===== config.mk =====
export PLATFORM = sky130hd
export DESIGN_NAME = bit_test_skip_and_call_exec
export DESIGN_NICKNAME = d
export VERILOG_FILES = /design/src/rtl/exec_pkg.sv /design/src/rtl/bit_test_skip_and_call_exec.sv /design/src/rtl/return_stack.sv
export SDC_FILE = /design/constraint.sdc
export NUM_CORES = 1
export LEC_CHECK = 0
export ABC_AREA = 1
export ABC_CLOCK_PERIOD_IN_PS = 6700
export BUFFER_PORTS_ARGS = -buffer_cell sky130_fd_sc_hd__clkbuf_2
export CORE_MARGIN = 10
export CORE_UTILIZATION = 24
export CTS_BUF_LIST = sky130_fd_sc_hd__clkbuf_4
export DETAILED_ROUTE_END_ITERATION = 10
export GPL_ROUTABILITY_DRIVEN = 0
export PLACE_DENSITY = 0.51
export SLEW_MARGIN = 20
export SYNTH_ARGS = -nofsm -noshare
export SYNTH_HDL_FRONTEND = slang
export SYNTH_SLANG_ARGS = --single-unit
export TNS_END_PERCENT = 100

===== constraint.sdc =====
create_clock -name clk_i -period 6.7 [get_ports clk_i]
set_input_delay 1.675 -clock clk_i [delete_from_list [all_inputs] [get_ports clk_i]]
set_output_delay 1.675 -clock clk_i [all_outputs]
set_load 0.05 [all_outputs]

===== src/rtl/exec_pkg.sv =====
// constants for the bit-test, skip and call execution block
`default_nettype none
package exec_pkg;
    localparam int PC_W = 10;
    localparam int DATA_W = 8;
    localparam int FADDR_W = 6;
    localparam int BIT_W = 3;
    localparam int IW_W = 14;
    localparam int STK_DEPTH = 8;
    localparam int SP_W = 3;
    localparam int HI_W = 2;
    // instruction word fields
    localparam int OPC_LSB = 9;
    localparam int OPC_W = 5;
    localparam int BIT_LSB = 6;
    localparam int FADDR_LSB = 0;
    localparam int IMM_LSB = 0;
    localparam int CALL_OPC_LSB = 8;
    localparam int CALL_OPC_W = 6;
    // opcode encodings, chosen by the core's decoder, then reset and step values
    localparam logic [4:0] OPC_SKIP_CLR = 5'h0A;
    localparam logic [4:0] OPC_SKIP_SET = 5'h0B;
    localparam logic [5:0] OPC_CALL_IMM = 6'h18;
    localparam logic [IW_W-1:0] IW_CALL_ACC = 14'h0003;
    localparam logic [PC_W-1:0] PC_RST = 10'h000;
    localparam logic [PC_W-1:0] PC_ONE = 10'h001;
    localparam logic [SP_W-1:0] SP_RST = 3'h0;
    localparam logic [SP_W-1:0] SP_ONE = 3'h1;
    typedef enum logic [1:0] {
        OP_NONE, OP_SKIP_CLR, OP_SKIP_SET, OP_CALL_IMM
    } op_t;
endpackage
`default_nettype wire


===== src/rtl/bit_test_skip_and_call_exec.sv =====
// execution of bit-test skips and subroutine calls
// Overview of operation
// RULE1: test_bit_skip_if_clear cancels next instruction when the tested bit is 0.
// RULE2: test_bit_skip_if_set cancels next instruction when the tested bit is 1.
// RULE3: a taken skip discards the fetched word, runs a nop, two cycles.
// RULE4: file address 0..63 and bit 0..7 come from the instruction word.
// RULE5: both calls push program counter plus one onto the stack top.
// RULE6: immediate call loads adr low, pc_high_buffer[1:0] into bits 9:8.
// RULE7: call_via_acc loads table_high_pointer[1:0] high, accumulator low.
// RULE8: each call advances the stack pointer after storing the entry.
// RULE9: calls take two cycles; no status flag changes here.
`default_nettype none
module bit_test_skip_and_call_exec (
    input wire logic clk_i,
    input wire logic sys_rst_i,
    input wire logic [exec_pkg::IW_W-1:0] instr_i,
    input wire logic instr_valid_i,
    input wire logic [exec_pkg::DATA_W-1:0] file_data_i,
    input wire logic [exec_pkg::DATA_W-1:0] accumulator_i,
    input wire logic [exec_pkg::DATA_W-1:0] pc_high_buffer_i,
    input wire logic [exec_pkg::DATA_W-1:0] table_high_pointer_i,
    output logic [exec_pkg::FADDR_W-1:0] file_addr_o,
    output logic [exec_pkg::PC_W-1:0] pc_o,
    output logic flush_o,
    output logic busy_o,
    output logic [exec_pkg::SP_W-1:0] sp_o,
    output logic [exec_pkg::PC_W-1:0] stack_top_o,
    output logic status_we_o
);
    // decoded kind of the word in execute
    typedef enum logic [2:0] {
        KIND_NOP,
        KIND_SKIP_CLR,
        KIND_SKIP_SET,
        KIND_CALL_IMM,
        KIND_CALL_ACC
    } kind_t;

    // execute slot: normal, or discarding the fetched successor
    typedef enum logic {
        SLOT_RUN,
        SLOT_DISCARD
    } slot_t;

    // program counter, return address and call targets
    logic [exec_pkg::PC_W-1:0] pc_r;
    logic [exec_pkg::PC_W-1:0] pc_nxt;
    logic [exec_pkg::PC_W-1:0] ret_addr;
    logic [exec_pkg::PC_W-1:0] imm_target;
    logic [exec_pkg::PC_W-1:0] acc_target;
    logic [exec_pkg::PC_W-1:0] target;

    // fields cut from the instruction word, and the high call-target bits
    logic [exec_pkg::OPC_W-1:0] skip_opc;
    logic [exec_pkg::CALL_OPC_W-1:0] call_opc;
    logic [exec_pkg::BIT_W-1:0] bit_sel;
    logic [exec_pkg::DATA_W-1:0] imm_addr;
    logic [exec_pkg::HI_W-1:0] imm_hi;
    logic [exec_pkg::HI_W-1:0] acc_hi;

    // bit test terms
    logic [exec_pkg::DATA_W-1:0] bit_hit;
    logic bit_val;

    // slot state and decoded kind
    slot_t slot_r;
    slot_t slot_nxt;
    kind_t kind;

    // decode flags and decisions
    logic live;
    logic is_skip_clr;
    logic is_skip_set;
    logic is_call_imm;
    logic is_call_acc;
    logic skip_take;
    logic call_go;

    // operand fields straight from the instruction word
    assign file_addr_o =
        instr_i[exec_pkg::FADDR_LSB +: exec_pkg::FADDR_W]; // RULE4
    assign bit_sel = instr_i[exec_pkg::BIT_LSB +: exec_pkg::BIT_W]; // RULE4
    assign skip_opc = instr_i[exec_pkg::OPC_LSB +: exec_pkg::OPC_W];
    assign call_opc =
        instr_i[exec_pkg::CALL_OPC_LSB +: exec_pkg::CALL_OPC_W];

    // low target byte of the immediate call
    assign imm_addr = instr_i[exec_pkg::IMM_LSB +: exec_pkg::DATA_W]; // RULE6

    // high program counter bits for the two call kinds
    assign imm_hi = pc_high_buffer_i[exec_pkg::HI_W-1:0]; // RULE6
    assign acc_hi = table_high_pointer_i[exec_pkg::HI_W-1:0]; // RULE7

    // full call targets, high bits above the low byte
    assign imm_target = {imm_hi, imm_addr}; // RULE6
    assign acc_target = {acc_hi, accumulator_i}; // RULE7

    // return address, also the plain step
    assign ret_addr = pc_r + exec_pkg::PC_ONE; // RULE5

    // one term per bit, set only at the selected bit
    genvar g;
    generate
        for (g = 0; g < exec_pkg::DATA_W; g++) begin : g_bit
            localparam int unsigned BIT_IDX = g;
            assign bit_hit[g] = file_data_i[g]
                && bit_sel == BIT_IDX[exec_pkg::BIT_W-1:0]; // RULE4
        end
    endgenerate

    // tested bit is any set term
    assign bit_val = |bit_hit;

    // a word in the discard slot is executed as a nop
    assign live = instr_valid_i && slot_r == SLOT_RUN; // RULE3

    // opcode matches for the four instructions
    assign is_skip_clr = skip_opc == exec_pkg::OPC_SKIP_CLR;
    assign is_skip_set = skip_opc == exec_pkg::OPC_SKIP_SET;
    assign is_call_imm = call_opc == exec_pkg::OPC_CALL_IMM;
    assign is_call_acc = instr_i == exec_pkg::IW_CALL_ACC;

    // sort the word in execute into one kind
    always_comb begin
        kind = KIND_NOP;
        if (!live) begin
            kind = KIND_NOP; // RULE3
        end else if (is_skip_clr) begin
            kind = KIND_SKIP_CLR;
        end else if (is_skip_set) begin
            kind = KIND_SKIP_SET;
        end else if (is_call_imm) begin
            kind = KIND_CALL_IMM;
        end else if (is_call_acc) begin
            kind = KIND_CALL_ACC;
        end
    end

    // skip decision, call request and call target per kind
    always_comb begin
        skip_take = 1'h0;
        call_go = 1'h0;
        target = pc_r;
        unique case (kind)
            KIND_NOP: begin
                skip_take = 1'h0;
            end
            KIND_SKIP_CLR: begin
                skip_take = !bit_val; // RULE1
            end
            KIND_SKIP_SET: begin
                skip_take = bit_val; // RULE2
            end
            KIND_CALL_IMM: begin
                call_go = 1'h1; // RULE5
                target = imm_target; // RULE6
            end
            KIND_CALL_ACC: begin
                call_go = 1'h1; // RULE5
                target = acc_target; // RULE7
            end
        endcase
    end

    // next program counter: call target, step, or hold while idle
    always_comb begin
        pc_nxt = pc_r;
        if (call_go) begin
            pc_nxt = target; // RULE6 RULE7
        end else if (instr_valid_i) begin
            pc_nxt = ret_addr; // RULE3
        end
    end

    // program counter register
    always_ff @(posedge clk_i or posedge sys_rst_i) begin
        if (sys_rst_i) begin
            pc_r <= exec_pkg::PC_RST;
        end else begin
            pc_r <= pc_nxt;
        end
    end

    // a taken skip or a call discards the fetched successor
    always_comb begin
        slot_nxt = SLOT_RUN;
        unique case (slot_r)
            SLOT_RUN: begin
                if (skip_take || call_go) begin
                    slot_nxt = SLOT_DISCARD; // RULE3 RULE9
                end
            end
            SLOT_DISCARD: begin
                slot_nxt = SLOT_RUN; // RULE3
            end
        endcase
    end

    // slot register, normal after reset
    always_ff @(posedge clk_i or posedge sys_rst_i) begin
        if (sys_rst_i) begin
            slot_r <= SLOT_RUN;
        end else begin
            slot_r <= slot_nxt;
        end
    end

    // return stack: push of the return address, pointer advance
    return_stack u_stack (
        .clk_i(clk_i),
        .sys_rst_i(sys_rst_i),
        .push_i(call_go), // RULE5
        .push_addr_i(ret_addr), // RULE5
        .sp_o(sp_o),
        .top_o(stack_top_o)
    );

    // program counter and slot state to the core
    assign pc_o = pc_r;
    assign flush_o = slot_r == SLOT_DISCARD; // RULE3
    assign busy_o = slot_r == SLOT_DISCARD; // RULE9

    // no instruction here writes a status flag
    assign status_we_o = 1'h0; // RULE9
endmodule
`default_nettype wire


===== src/rtl/return_stack.sv =====
// hardware return-address stack with push pointer
`default_nettype none
module return_stack (
    input wire logic clk_i,
    input wire logic sys_rst_i,
    input wire logic push_i,
    input wire logic [exec_pkg::PC_W-1:0] push_addr_i,
    output logic [exec_pkg::SP_W-1:0] sp_o,
    output logic [exec_pkg::PC_W-1:0] top_o
);
    logic [exec_pkg::PC_W-1:0] mem_r [exec_pkg::STK_DEPTH];
    logic [exec_pkg::SP_W-1:0] sp_r;

    // entry at the pointer takes the address, then pointer moves on
    genvar g;
    generate
        for (g = 0; g < exec_pkg::STK_DEPTH; g++) begin : g_ent
            localparam int unsigned ENT_IDX = g;
            always_ff @(posedge clk_i or posedge sys_rst_i) begin
                if (sys_rst_i) begin
                    mem_r[g] <= exec_pkg::PC_RST;
                end else if (push_i && sp_r == ENT_IDX[exec_pkg::SP_W-1:0]) begin
                    mem_r[g] <= push_addr_i; // RULE5
                end
            end
        end
    endgenerate

    // pointer advance after storing
    always_ff @(posedge clk_i or posedge sys_rst_i) begin
        if (sys_rst_i) begin
            sp_r <= exec_pkg::SP_RST;
        end else if (push_i) begin
            sp_r <= sp_r + exec_pkg::SP_ONE; // RULE8
        end
    end

    assign sp_o = sp_r;
    assign top_o = mem_r[sp_r - exec_pkg::SP_ONE];
endmodule
`default_nettype wire


# Word-level counts from Yosys, hierarchy flattened
# Index checks and enable logic that the tools add are counted.
dict set report totals {
  input_bits 49
  word_cells 80
  register_bits 94
  output_inout_bits 32
}
dict set report classes {
  bitwise_logic 2
  reduce_logical 25
  order_cmp 1
  n_eq_ne 23
  addsub 3
  n_mux 15
}
# operator n
set ops {}
lappend ops {{$mux W10} 4}
lappend ops {{$bmux W10 S3} 1}
lappend ops {{$eq A3 B3 Y1 const B} 9}
lappend ops {{$pmux W10 S2} 1}
lappend ops {{$eq A3 B2 Y1 const B} 6}
lappend ops {{$logic_and A1 B1 Y1} 17}
lappend ops {{$mux W3} 5}
lappend ops {{$eq A14 B2 Y1 const B} 1}
lappend ops {{$add A10 B1 Y10 const B} 1}
lappend ops {{$eq A5 B4 Y1 const B} 2}
lappend ops {{$eq A3 B1 Y1 const B} 3}
lappend ops {{$reduce_or A8 Y1} 1}
lappend ops {{$eq A6 B5 Y1 const B} 1}
lappend ops {{$logic_not A3 Y1} 2}
lappend ops {{$ge A4 B4 Y1 const B} 1}
lappend ops {{$not A3 Y4} 1}
lappend ops {{$pmux W1 S2} 2}
lappend ops {{$add A3 B1 Y3 const B} 1}
lappend ops {{$ne A3 B1 Y1 const B} 1}
lappend ops {{$sub A3 B1 Y3 const B} 1}
lappend ops {{$mux W1} 2}
lappend ops {{$reduce_and A2 Y1} 1}
lappend ops {{$reduce_bool A2 Y1} 1}
lappend ops {{$reduce_or A2 Y1} 1}
lappend ops {{3 further kinds} 3}

# Longest topological paths before layout
# Gate-level depths: netlist of the first run.
dict set report depth {
  depth_word 12
  ltp_mapped 11
  depth_no_buf 9
}

# By module
# Synthesis of the first run repeated with hierarchy kept, for this count alone.
dict set report hier_totals {
  cells_unflattened 774
  hier_area_um2 5416.4
}
# module seq_area_each_um2 cells_each instances area_each_um2
set by_module_without_submodules {}
lappend by_module_without_submodules {return_stack 2077.0 561 1 4150.2}
lappend by_module_without_submodules {bit_test_skip_and_call_exec 275.3 213 1 1266.2}

# Least setup slack after synthesis of the first run
# Ideal clock, no wire load.
dict set report synth_path {
  kind {reg-to-output}
  from {register u_stack.sp_r, in the netlist u_stack.sp_o[0]}
  to {output stack_top_o[9] (netlist name)}
  n_path_buf 2
  arrival_ps 2831
  required_ps 5025
  stages_incl_launch_ff 8
  slack_ps 2194
  cell_sequence {dfrtp_1 -> inv_1 -> clkbuf_1 -> ha_1 -> clkbuf_1 -> o21ai_0 -> o21a_1 -> a21oi_1}
}
dict set report synth_via {
  elab_chain_cells 5
}
# item line_no
set synth_lines {}
lappend synth_lines {{from (decl)} return_stack.sv:12} ;# logic [exec_pkg::SP_W-1:0] sp_r;
lappend synth_lines {{from (signal assigned)} return_stack.sv:32} ;# sp_r <= exec_pkg::SP_RST;
lappend synth_lines {{from (signal assigned)} return_stack.sv:34} ;# sp_r <= sp_r + exec_pkg::SP_ONE;
lappend synth_lines {{$sub A3 B1 Y3} return_stack.sv:39} ;# assign top_o = mem_r[sp_r - exec_pkg::SP_ONE];
lappend synth_lines {{$not A3 Y4 (implied by the code)} return_stack.sv:39}
lappend synth_lines {{$bmux W10 S3} return_stack.sv:39}
lappend synth_lines {{$mux W10 (implied by the code) (2 in series)} return_stack.sv:39}
lappend synth_lines {{to (decl)} bit_test_skip_and_call_exec.sv:27} ;# output logic [exec_pkg::PC_W-1:0] stack_top_o,
# Every way passes these cells. The select of a mux whose other input is x is not followed.

# Worst setup path in the final report of the first run
dict set report layout_path {
  from {register u_stack.sp_r, in the netlist u_stack.sp_o[1]}
  to {output stack_top_o[0] (netlist name)}
}
# Same word-level chain as after synthesis.

==> out/metrics.yaml, run 1 <==
outcome:
  status: "complete, no violations"
synthesis:
  synth-seq-area-share_pct: 42.5
  synth_xor_area_share_pct: 0.791
  synth-simple-area-share_pct: 37.2
  synth_fa_ha_area_share_pct: 1.81
  syn_nets: 793
  netlist_area_mm2: 0.00553
  muxShareOfSynthArea_pct: 0
  yosys_warnings: 0
  syn_avg_cell_area_um2: 7.52
  ys_seq_elements: 94
  synth_cell_types: 35
  synth_top_family_by_area: "simple AND/OR/NAND/NOR gates"
  synth_compound_area_share_pct: 9.14
  syn_inst: 736
layout:
  drive_gt1_share_pct: 14.9
  nets: 832
  nFillCells: 2515
  n_antenna_cell: 0
  area_delta_synth_final_pct: 10.1
die:
  dieArea_mm2: 0.0295
  core_area_mm2: 0.0226
  dieHeight_um: 172
  initial_core_util_pct: 24.4
  io_pins: 81
  chipWidth_um: 172
  row_count: 55
cts:
  cts_tree: "built"
  htreeDepth: 3
  cts-buffers-inserted: 9
  hold_buffers: 0
  cts.sinks: 94
  postCtsSetupBuffers: 0
  root_buffer: "clkbuf_4"
  clk_latency_ps: 500
  cts-resized-gates: 0
  clk_pin_slew_ps: 160
  clockBufferDepth: 2
worst_hold_path:
  min_to: "u_stack.mem_r[12]"
  worstHoldStart: "u_stack.mem_r[12]"
  min_path_type: "reg2reg"
  holdPathStages: 2
sta:
  tns_ps: 0
  timing.final.crit_share_pct: 71.4
  hold_ws_ps: 482
  slew_headroom_pct: 30.9
  min_period_ps: 4780
  setup_viol: 0
  rsz0062_at_grt: "false"
  slew_viol_final: 0
  max_slew.worst_pin.slew_ps: 1030
  max_clock_freq_mhz: 209
  final_hold_viol_count: 0
  clock_skew_ps: 28.0
setup_path:
  timing.rr.end: "u_stack.mem_r[44]"
  reg2regPathDepth: 5
  reg2reg_slack_ps: 4410
  critPathTopFamily: "buffers and inverters"
  critPathBufInv: 3
  worstSetupStartpoint: "u_stack.sp_o[1]"
  r2r_start: "pc_o[0]"
  cp.arrival_ps: 3110
  worstPathRequired_ps: 5030
  path_cells: "inv_1 > ha_1 > buf_4 > o21ai_0 > o21a_1 > a21oi_1 > clkbuf_2"
  crit_type: "reg2out"
  critPathCaptureType: "output pin"
  cp_slowest_stage_delay_ps: 700
  cp_slowest_cell: "ha_1"
  start_kind: "register"
  cp_max_fo: 24
routing:
  dr.pass1.iters: 4
  ant_nets: 0
  wl_per_cell_um: 15.6
  dr.first_iter.drc_count: 380
  vias: 4828
  drc: 0
  wl_um: 16600
  vias_per_cell: 4.53
power_and_ir_drop:
  total_leakage_power_uw: 0.00314
  ir_drop_uv: 110
  power_density_mw_per_mm2: 315
global_routing:
  grt_usage_pct: 11.6
  antenna_found_initial: 0
  grt_start_max_net_pins: 60
  grt_pass1_vias: 4985
  grt_overflow_total: 0
  grt_pass1_wl_um: 27100
placed_design:
  portBuffers: 67
  dp_hpwl_um: 11300
flow_run:
  drv_cap: 0
[kinds of logic (layout without fill, tap and decap cells)]
group	count (synthesis)	in the layout
AND/OR/NAND/NOR	444	444
buffers and inverters	89	133
XOR/XNOR	5	5
flip-flops	94	94
adder cells (fa/ha/maj)	8	8
other	1	1
AO/OA/AOI/OAI	95	95
[cells in the final DEF (no fill, tap or decap), types with 2 or more instances in the layout]
| cell | count |
|---|---|
| o21ai_1 | 3 |
| xor2_1 | 4 |
| nor2_4 | 2 |
| a21oi_1 | 12 |
| o21ai_0 | 68 |
| nand3_4 | 6 |
| inv_6 | 4 |
| nand2_4 | 3 |
| o21a_1 | 10 |
| nand3_1 | 61 |
| buf_4 | 5 |
| nand3b_1 | 8 |
| nand4_1 | 36 |
| inv_4 | 2 |
| nand2_1 | 215 |
| ha_1 | 8 |
| nor2_2 | 5 |
| inv_1 | 39 |
| o211ai_1 | 2 |
| clkinvlp_4 | 2 |
| dfrtp_1 | 94 |
| clkinv_1 | 3 |
| clkbuf_2 | 67 |
| nor2_1 | 99 |
| nand2_2 | 5 |
| clkbuf_4 | 9 |
[registers in the layout, indices dropped and copies added, names as in the netlist]
name	flops
u_stack.mem_r	80
pc_o	10
u_stack.sp_o	3
busy_o	1
[Yosys cell counts, drive strengths merged]
cell type | instances | share of area (%)
nor2 | 107 | 8.1
xor2 | 4 | 0.63
a21oi | 12 | 1.1
nand3b | 8 | 1.1
clkbuf | 17 | 1.2
xnor2 | 1 | 0.16
o21ai | 71 | 6.4
buf | 27 | 4.2
clkinv | 3 | 0.20
or2 | 1 | 0.11
o21a | 10 | 1.4
nand2 | 224 | 16
dfrtp | 94 | 43
conb | 1 | 0.068
ha | 8 | 1.8
inv | 42 | 2.9
o211ai | 2 | 0.27
nand3 | 67 | 7.4
nand4 | 37 | 4.5
[per-stage QoR]
| stage | instance area, µm² | power (µW) | std cells | worst slack, ps | utilization, % |
|---|---|---|---|---|---|
| final | 6090 | 1920 | 1065 | 1920 | 26.9 |
| after global routing | 6090 | 2060 | 1065 | 1660 | 26.9 |
| after CTS | 6090 | 1950 | 1065 | 1810 | 26.9 |
| after detailed placement | 5970 | 1650 | 1049 | 2400 | 26.4 |
| after global placement | 5970 | 1650 | 1049 | 2410 | 26.4 |
| after floorplan | 5530 | 1340 | 736 | 2190 | - |
[where the power goes]
part	total (µW)	internal (µW)	switching, µW
Combinational	955	211	744
Sequential	666	608	58.2
Clock	299	80.7	219
[worst max path at each step]
stage,cells past startpoint,end,slack [ps]
final,7,stack_top_o[0],1920
after global routing,8,stack_top_o[9],1660
after CTS,8,stack_top_o[3],1810
after detailed placement,7,stack_top_o[0],2400
after global placement,8,stack_top_o[3],2410
after floorplan,7,stack_top_o[9],2190
[per-layer routing]
metal	track usage (%)	wire length [µm]	vias up
met4	2.92	213	0
met1	15.2	7850	2227
met3	3.21	976	12
met5	0	0	-
li1	-	-	2470
met2	18.6	7580	119
[worst min-delay path, stage by stage, from the launching register on]
cell     delay, ps
dfrtp_1        370
nand2_1         50
nand2_1         40
[cell type report]
class	count	area (µm²)	share of cell area, %
clock buffers	9	67.6	1.11
clock inverters	7	55.1	0.904
inverters	45	174	2.85
multi-input cells	553	2710	44.5
flip-flops and latches	94	2350	38.6
well taps	285	357	5.85
repair buffers	72	373	6.12
Power figures use the tool's default switching activity.
==> run 2, diff against run 1 <==
ABC_CLOCK_PERIOD_IN_PS = 4360   (was 6700)
PLACE_DENSITY = 0.53   (was 0.51)
clock period = 4.36 ns   (was 6.7 ns; I/O delays follow)
==> run 2 against run 1 <==
Die area did not move. Via count rose by 3.0%. Critical path depth rose by 1. Combinational power rose by 79%. Register-to-register slack got worse by 2300 ps. First-iteration DRC count rose by 0.53%. Power rose by 69%. Largest cell class unchanged. Highest routed layer unchanged.
==> out/metrics.yaml, run 2 (synthesis results as in run 1) <==
sta:
  clock_skew_ps: 32.4  # +4.34 ps
  hold_ws_ps: 483  # +1.18 ps
  rsz0062_at_grt: "false"
  slew_viol_final: 0  # unchanged
  timing.final.crit_share_pct: 92.8
  fin_ws_ps: 312  # -1610 ps
  final_hold_viol_count: 0  # unchanged
  max_slew.worst_pin.slew_ps: 1080  # +44.6 ps
  slew_headroom_pct: 27.9  # -3.0 points
  min_period_ps: 4050
  setup_viol: 0  # unchanged
  max_clock_freq_mhz: 247
  tns_ps: 0  # unchanged
global_routing:
  grt_start_max_net_pins: 57  # -5.0%
  grt_pass1_vias: 5055  # +1.4%
  grt_usage_pct: 11.8  # +0.16 points
  grt_overflow_total: 0  # unchanged
  antenna_found_initial: 1  # +1
  grt_pass1_wl_um: 27500  # +1.5%
routing:
  wl_um: 16700  # +0.71%
  dr.pass1.iters: 5  # +1
  ant_nets: 0  # unchanged
  vias: 4973  # +3.0%
  vias_per_cell: 4.65  # +2.5%
  dr.first_iter.drc_count: 382  # +0.53%
  wl_per_cell_um: 15.6  # +0.24%
  drc: 0  # unchanged
setup_path:
  reg2regPathDepth: 5  # unchanged
  path_cells: "inv_1 > ha_1 > buf_12 > o21ai_0 > o21ai_0 > nor2_1 > a21oi_1 > buf_12"
  cp_slowest_stage_delay_ps: 500  # -200 ps
  start_kind: "register"
  cp_slowest_cell: "ha_1"
  crit_type: "reg2out"
  reg2reg_slack_ps: 2090  # -2320 ps
  cp.arrival_ps: 2960  # -150 ps
  worstPathRequired_ps: 3270  # -1760 ps
  cp_max_fo: 30  # +25%
  r2r_start: "pc_o[0]"
  timing.rr.end: "u_stack.mem_r[4]"
  critPathTopFamily: "buffers and inverters"
  critPathCaptureType: "output pin"
  critPathBufInv: 3  # unchanged
placed_design:
  portBuffers: 67  # unchanged
  dp_hpwl_um: 11700  # +3.2%
  post-place-ws_ps: 869  # -1530 ps
  dp.cells: 1053  # +0.38%
worst_hold_path:
  holdPathStages: 2  # unchanged
  worstHoldStart: "u_stack.mem_r[23]"
  min_to: "u_stack.mem_r[23]"
  min_path_type: "reg2reg"
die:
  initial_core_util_pct: 24.4  # unchanged
  core_area_mm2: 0.0226  # unchanged
  chipWidth_um: 172  # unchanged
  dieArea_mm2: 0.0295  # unchanged
  row_count: 55  # unchanged
  dieHeight_um: 172  # unchanged
  io_pins: 81  # unchanged
layout:
  area_delta_synth_final_pct: 14.0
  fin_util_pct: 27.9  # +0.95 points
  top_register: "u_stack.mem_r"
  final_cell_mix: "nand2_1 (216), nor2_1 (99), dfrtp_1 (94)"
  drive_gt1_share_pct: 15.2  # +0.31 points
  largest_reg_flops: 80  # unchanged
  finalNonFillerCells: 1070  # +0.47%
  nets: 836  # +0.48%
  mostFrequentLayoutCell: "nand2_1"
  nFillCells: 2495  # -0.80%
cts:
  cts-resized-gates: 0  # unchanged
  postCtsSetupBuffers: 0  # unchanged
  clk_latency_ps: 490  # about the same
  cts_tree: "built"
  htreeDepth: 3  # unchanged
  hold_buffers: 0  # unchanged
  clk_pin_slew_ps: 170  # about the same
  cts.sinks: 94  # unchanged
  cts-buffers-inserted: 9  # unchanged
  clockBufferDepth: 2  # unchanged
  root_buffer: "clkbuf_4"
flow_run:
  drv_cap: 0  # unchanged
power_and_ir_drop:
  ir_drop_uv: 271  # +150%
  power_density_mw_per_mm2: 514  # +63%
  total_leakage_power_uw: 0.00323  # +2.7%
outcome:
  status: "complete, no violations"
==> run 2: final cells by class <==
type / count / area [µm²] / share of cell area (%)
repair buffers: 76 / 566 / 8.97
inverters: 45 / 174 / 2.76
clock inverters: 6 / 68.8 / 1.09
clock buffers: 10 / 75.1 / 1.19
well taps: 285 / 357 / 5.65
flip-flops and latches: 94 / 2350 / 37.3
multi-input cells: 553 / 2710 / 43.0
diodes: 1 / 2.50 / 0.0397
==> run 2: routing by layer <==
metal  part of all wire, %  vias to the layer above  track usage [%]
met3                   5.4                       16             2.41
met2                    46                      127             19.0
met1                    47                     2351             15.4
met5                     0                        -                0
li1                      -                     2479                -
met4                   1.5                        0             3.90
==> run 2: worst max path at each step <==
stage                         start             end  cells past startpoint
finish              u_stack.sp_o[0]  stack_top_o[0]                      8
global route        u_stack.sp_o[0]  stack_top_o[0]                      8
CTS                 u_stack.sp_o[0]  stack_top_o[0]                      8
detailed placement  u_stack.sp_o[0]  stack_top_o[0]                      8
global placement    u_stack.sp_o[0]  stack_top_o[0]                      8
floorplan           u_stack.sp_o[0]  stack_top_o[9]                      7
==> run 2: where the power goes <==
part / internal, µW / switching [µW]
combinational: 539 / 1170
sequential: 934 / 76.8
clock: 185 / 334
total: 1660 / 1580
==> run 2: through the flow <==
step           area (µm²)  power (µW)
2_1_floorplan        5530        2050
3_3_place_gp         6160        2760
3_5_place_dp         6160        2760
4_1_cts              6300        3280
5_1_grt              6310        3440
6_report             6310        3240
==> run 2: worst register-to-register path, delay by kind of cell, from the launching register on <==
kind	cells	cell delay (ps)
xor+xnor	1	870
compound gates	1	190
buf+inv	1	140
fa+ha+maj	1	250
flops	1	610
simple gates	1	160
==> run 3, diff against run 2 <==
ABC_AREA = not set   (was 1)
CAP_MARGIN = 20   (was not set)
==> run 3 against run 2 <==
Clock power shrank 17%. Core utilization grew 0.29 points. Count of clock-buffer cells in the layout grew 1. Flip-flop and latch count is the same. Largest cell class is now registers. Highest routed layer unchanged.
==> out/metrics.yaml, run 3 <==
layout:
  largest_reg_flops: 80  # unchanged
  n_antenna_cell: 0  # -1
  final_cell_mix: "dfrtp_1 (94), mux2_2 (83), clkbuf_2 (67)"
  top_register: "u_stack.mem_r"
  multi_input_area_mm2: 0.00219  # -19%
  seqCellArea_mm2: 0.00235  # unchanged
  fin_util_pct: 28.1  # +0.29 points
  drive_gt1_share_pct: 49.8  # +35 points
  mostFrequentLayoutCell: "dfrtp_1"
  area_delta_synth_final_pct: 15.6
  nets: 464  # -44%
  stdcell_area_mm2: 0.00546  # -13%
  nFillCells: 2044  # -18%
synthesis:
  ys_seq_elements: 94  # unchanged
  synth.top_cells.by_count: "dfrtp_1 (94), mux2_2 (83), mux4_2 (22)"
  async_reset_ff_share_pct: 100  # unchanged
  syn_avg_cell_area_um2: 13.7  # +82%
  synth_edf_count: 0  # unchanged
  syn_inst: 345  # -53%
  yosysTopAreaCellShare_pct: 49.8  # +7.3 points
  syn_nets: 402  # -49%
  synth-seq-area-share_pct: 49.8  # +7.3 points
  synth_cell_types: 38  # +8.6%
  synth_top_area_cell: "dfrtp_1"
  yosys_warnings: 0  # unchanged
  netlist_area_mm2: 0.00472  # -15%
  yosysMostFrequentCell: "dfrtp_1"
  synthTopCellsByArea: "dfrtp_1 (50%), mux2_2 (20%), mux4_2 (10%)"
  synth_ff_type: "dfrtp_1"
placed_design:
  placed_area_mm2: 0.00534  # -13%
  portBuffers: 67  # unchanged
  dp_hpwl_um: 8330  # -29%
  post-place-ws_ps: 693  # -177 ps
power_and_ir_drop:
  ir_drop_uv: 128  # -53%
  power_density_mw_per_mm2: 399  # -22%
  total_power_uw: 2180  # -33%
  total_leakage_power_uw: 0.00262  # -19%
setup_path:
  cp.arrival_ps: 2960  # about the same
  cp_slowest_stage_delay_ps: 800  # +300 ps
  cp_slowest_cell: "ha_1"
  crit_type: "reg2out"
  critPathCaptureType: "output pin"
  worstPathRequired_ps: 3270  # about the same
  start_kind: "register"
  cp_max_fo: 12  # -60%
  path_cells: "inv_1 > ha_1 > buf_4 > mux4_2 > mux2_2 > clkbuf_2"
global_routing:
  grt_pass1_wl_um: 18900  # -31%
  grt_overflow_total: 0  # unchanged
  grt_usage_pct: 9.38  # -2.4 points
  antenna_found_initial: 0  # -1
  grt_pass1_vias: 3280  # -35%
  grt_start_max_net_pins: 39  # -32%
die:
  row_count: 51  # -7.3%
  initial_core_util_pct: 24.3  # -0.089 points
  io_pins: 81  # unchanged
  chipWidth_um: 160  # -6.7%
  dieArea_mm2: 0.0257  # -13%
  dieHeight_um: 160  # -6.7%
  core_area_mm2: 0.0194  # -14%
cts:
  cts.sinks: 94  # unchanged
  cts-buffers-inserted: 9  # unchanged
  clockBufferDepth: 2  # unchanged
  hold_buffers: 0  # unchanged
  root_buffer: "clkbuf_4"
  clk_latency_ps: 450  # -40 ps
  postCtsSetupBuffers: 0  # unchanged
  cts-resized-gates: 0  # unchanged
  clk_pin_slew_ps: 150  # -20 ps
  htreeDepth: 3  # unchanged
  cts_tree: "built"
sta:
  setup_viol: 0  # unchanged
  tns_ps: 0  # unchanged
  max_clock_freq_mhz: 247  # about the same
  slew_viol_final: 0  # unchanged
  fin_ws_ps: 308  # -3.45 ps
  rsz0062_at_grt: "false"
  slew_headroom_pct: 44.7  # +17 points
  timing.final.crit_share_pct: 92.9  # about the same
  min_period_ps: 4050  # +3.45 ps
  final_hold_viol_count: 0  # unchanged
  max_slew.worst_pin.slew_ps: 824  # -254 ps
  clock_skew_ps: 16.3  # -16.0 ps
routing:
  vias_per_cell: 4.49  # -3.4%
  vias: 3039  # -39%
  wl_per_cell_um: 17.7  # +13%
  ant_nets: 0  # unchanged
  dr.pass1.iters: 4  # -1
  wl_um: 12000  # -28%
  drc: 0  # unchanged
  dr.first_iter.drc_count: 190  # -50%
worst_hold_path:
  min_path_type: "reg2reg"
outcome:
  status: "complete, no violations"
flow_run:
  drv_cap: 0  # unchanged
run 3: changes by cell type after synthesis, sizes merged, moves of 22 or more:
cell	change
inv	-30
mux2	+83
nand2	-217
nand3	-60
mux4	+22
nand4	-34
nor2	-101
o21ai	-60
run 3: cell families (layout without fill, tap and decap cells):
group | Yosys count | count (layout) | synth area share (%)
mux | 109 | 109 | 31.1
flops | 94 | 94 | 49.8
simple gates | 52 | 52 | 6.89
buf+inv | 39 | 106 | 4.13
compound gates | 31 | 31 | 3.81
xor+xnor | 11 | 11 | 2.04
fa+ha+maj | 8 | 8 | 2.12
other cells | 1 | 1 | 0.0794
run 3: metrics by stage:
stage | hold slack [ps] | cells
6_report | 504 | 677
2_1_floorplan | 445 | 345
5_1_grt | 536 | 677
3_3_place_gp | 460 | 661
3_5_place_dp | 473 | 661
4_1_cts | 507 | 677
run 3: area by class of cell:
class                   instances  share of cell area [%]
clock inverters                 5                   0.619
flip-flops and latches         94                    43.1
multi-input cells             212                    40.2
clock buffers                  11                    1.51
inverters                      12                   0.848
well taps                     265                    6.07
repair buffers                 78                    7.66
run 3: final timing paths:
path	from	end	slack (ps)	depth (start not counted)
max	u_stack.sp_o[1]	stack_top_o[9]	310	6
min	u_stack.mem_r[20]	u_stack.mem_r[20]	500	2
max reg2reg	busy_o	u_stack.mem_r[35]	1780	5
min reg2reg	u_stack.mem_r[20]	u_stack.mem_r[20]	500	2
max in group asynchronous	sys_rst_i	u_stack.mem_r[29]	2840	3
min in group asynchronous	sys_rst_i	u_stack.mem_r[8]	630	2
run 3: worst max-delay path: cells and delay by family, from the launching register on:
kind                     cells  cell delay [ps]
multiplexers                 2              610
buffers and inverters        3              640
adder cells (fa/ha/maj)      1              800
flip-flops                   1              470
run 3: metal layers:
layer  track usage, %  up-vias  part of all wire (%)
met5                0        -                     0
met4             3.67        0                   1.8
met3             1.36       15                   1.7
met2             17.1       28                    54
met1             10.8     1603                    43
li1                 -     1393                     -
run 3: report_power, final:
group          total (µW)  leakage, µW  internal (µW)  switching, µW
clock                 432    0.0000653            132            300
combinational         745      0.00126            248            497
sequential           1000      0.00129            928           72.8
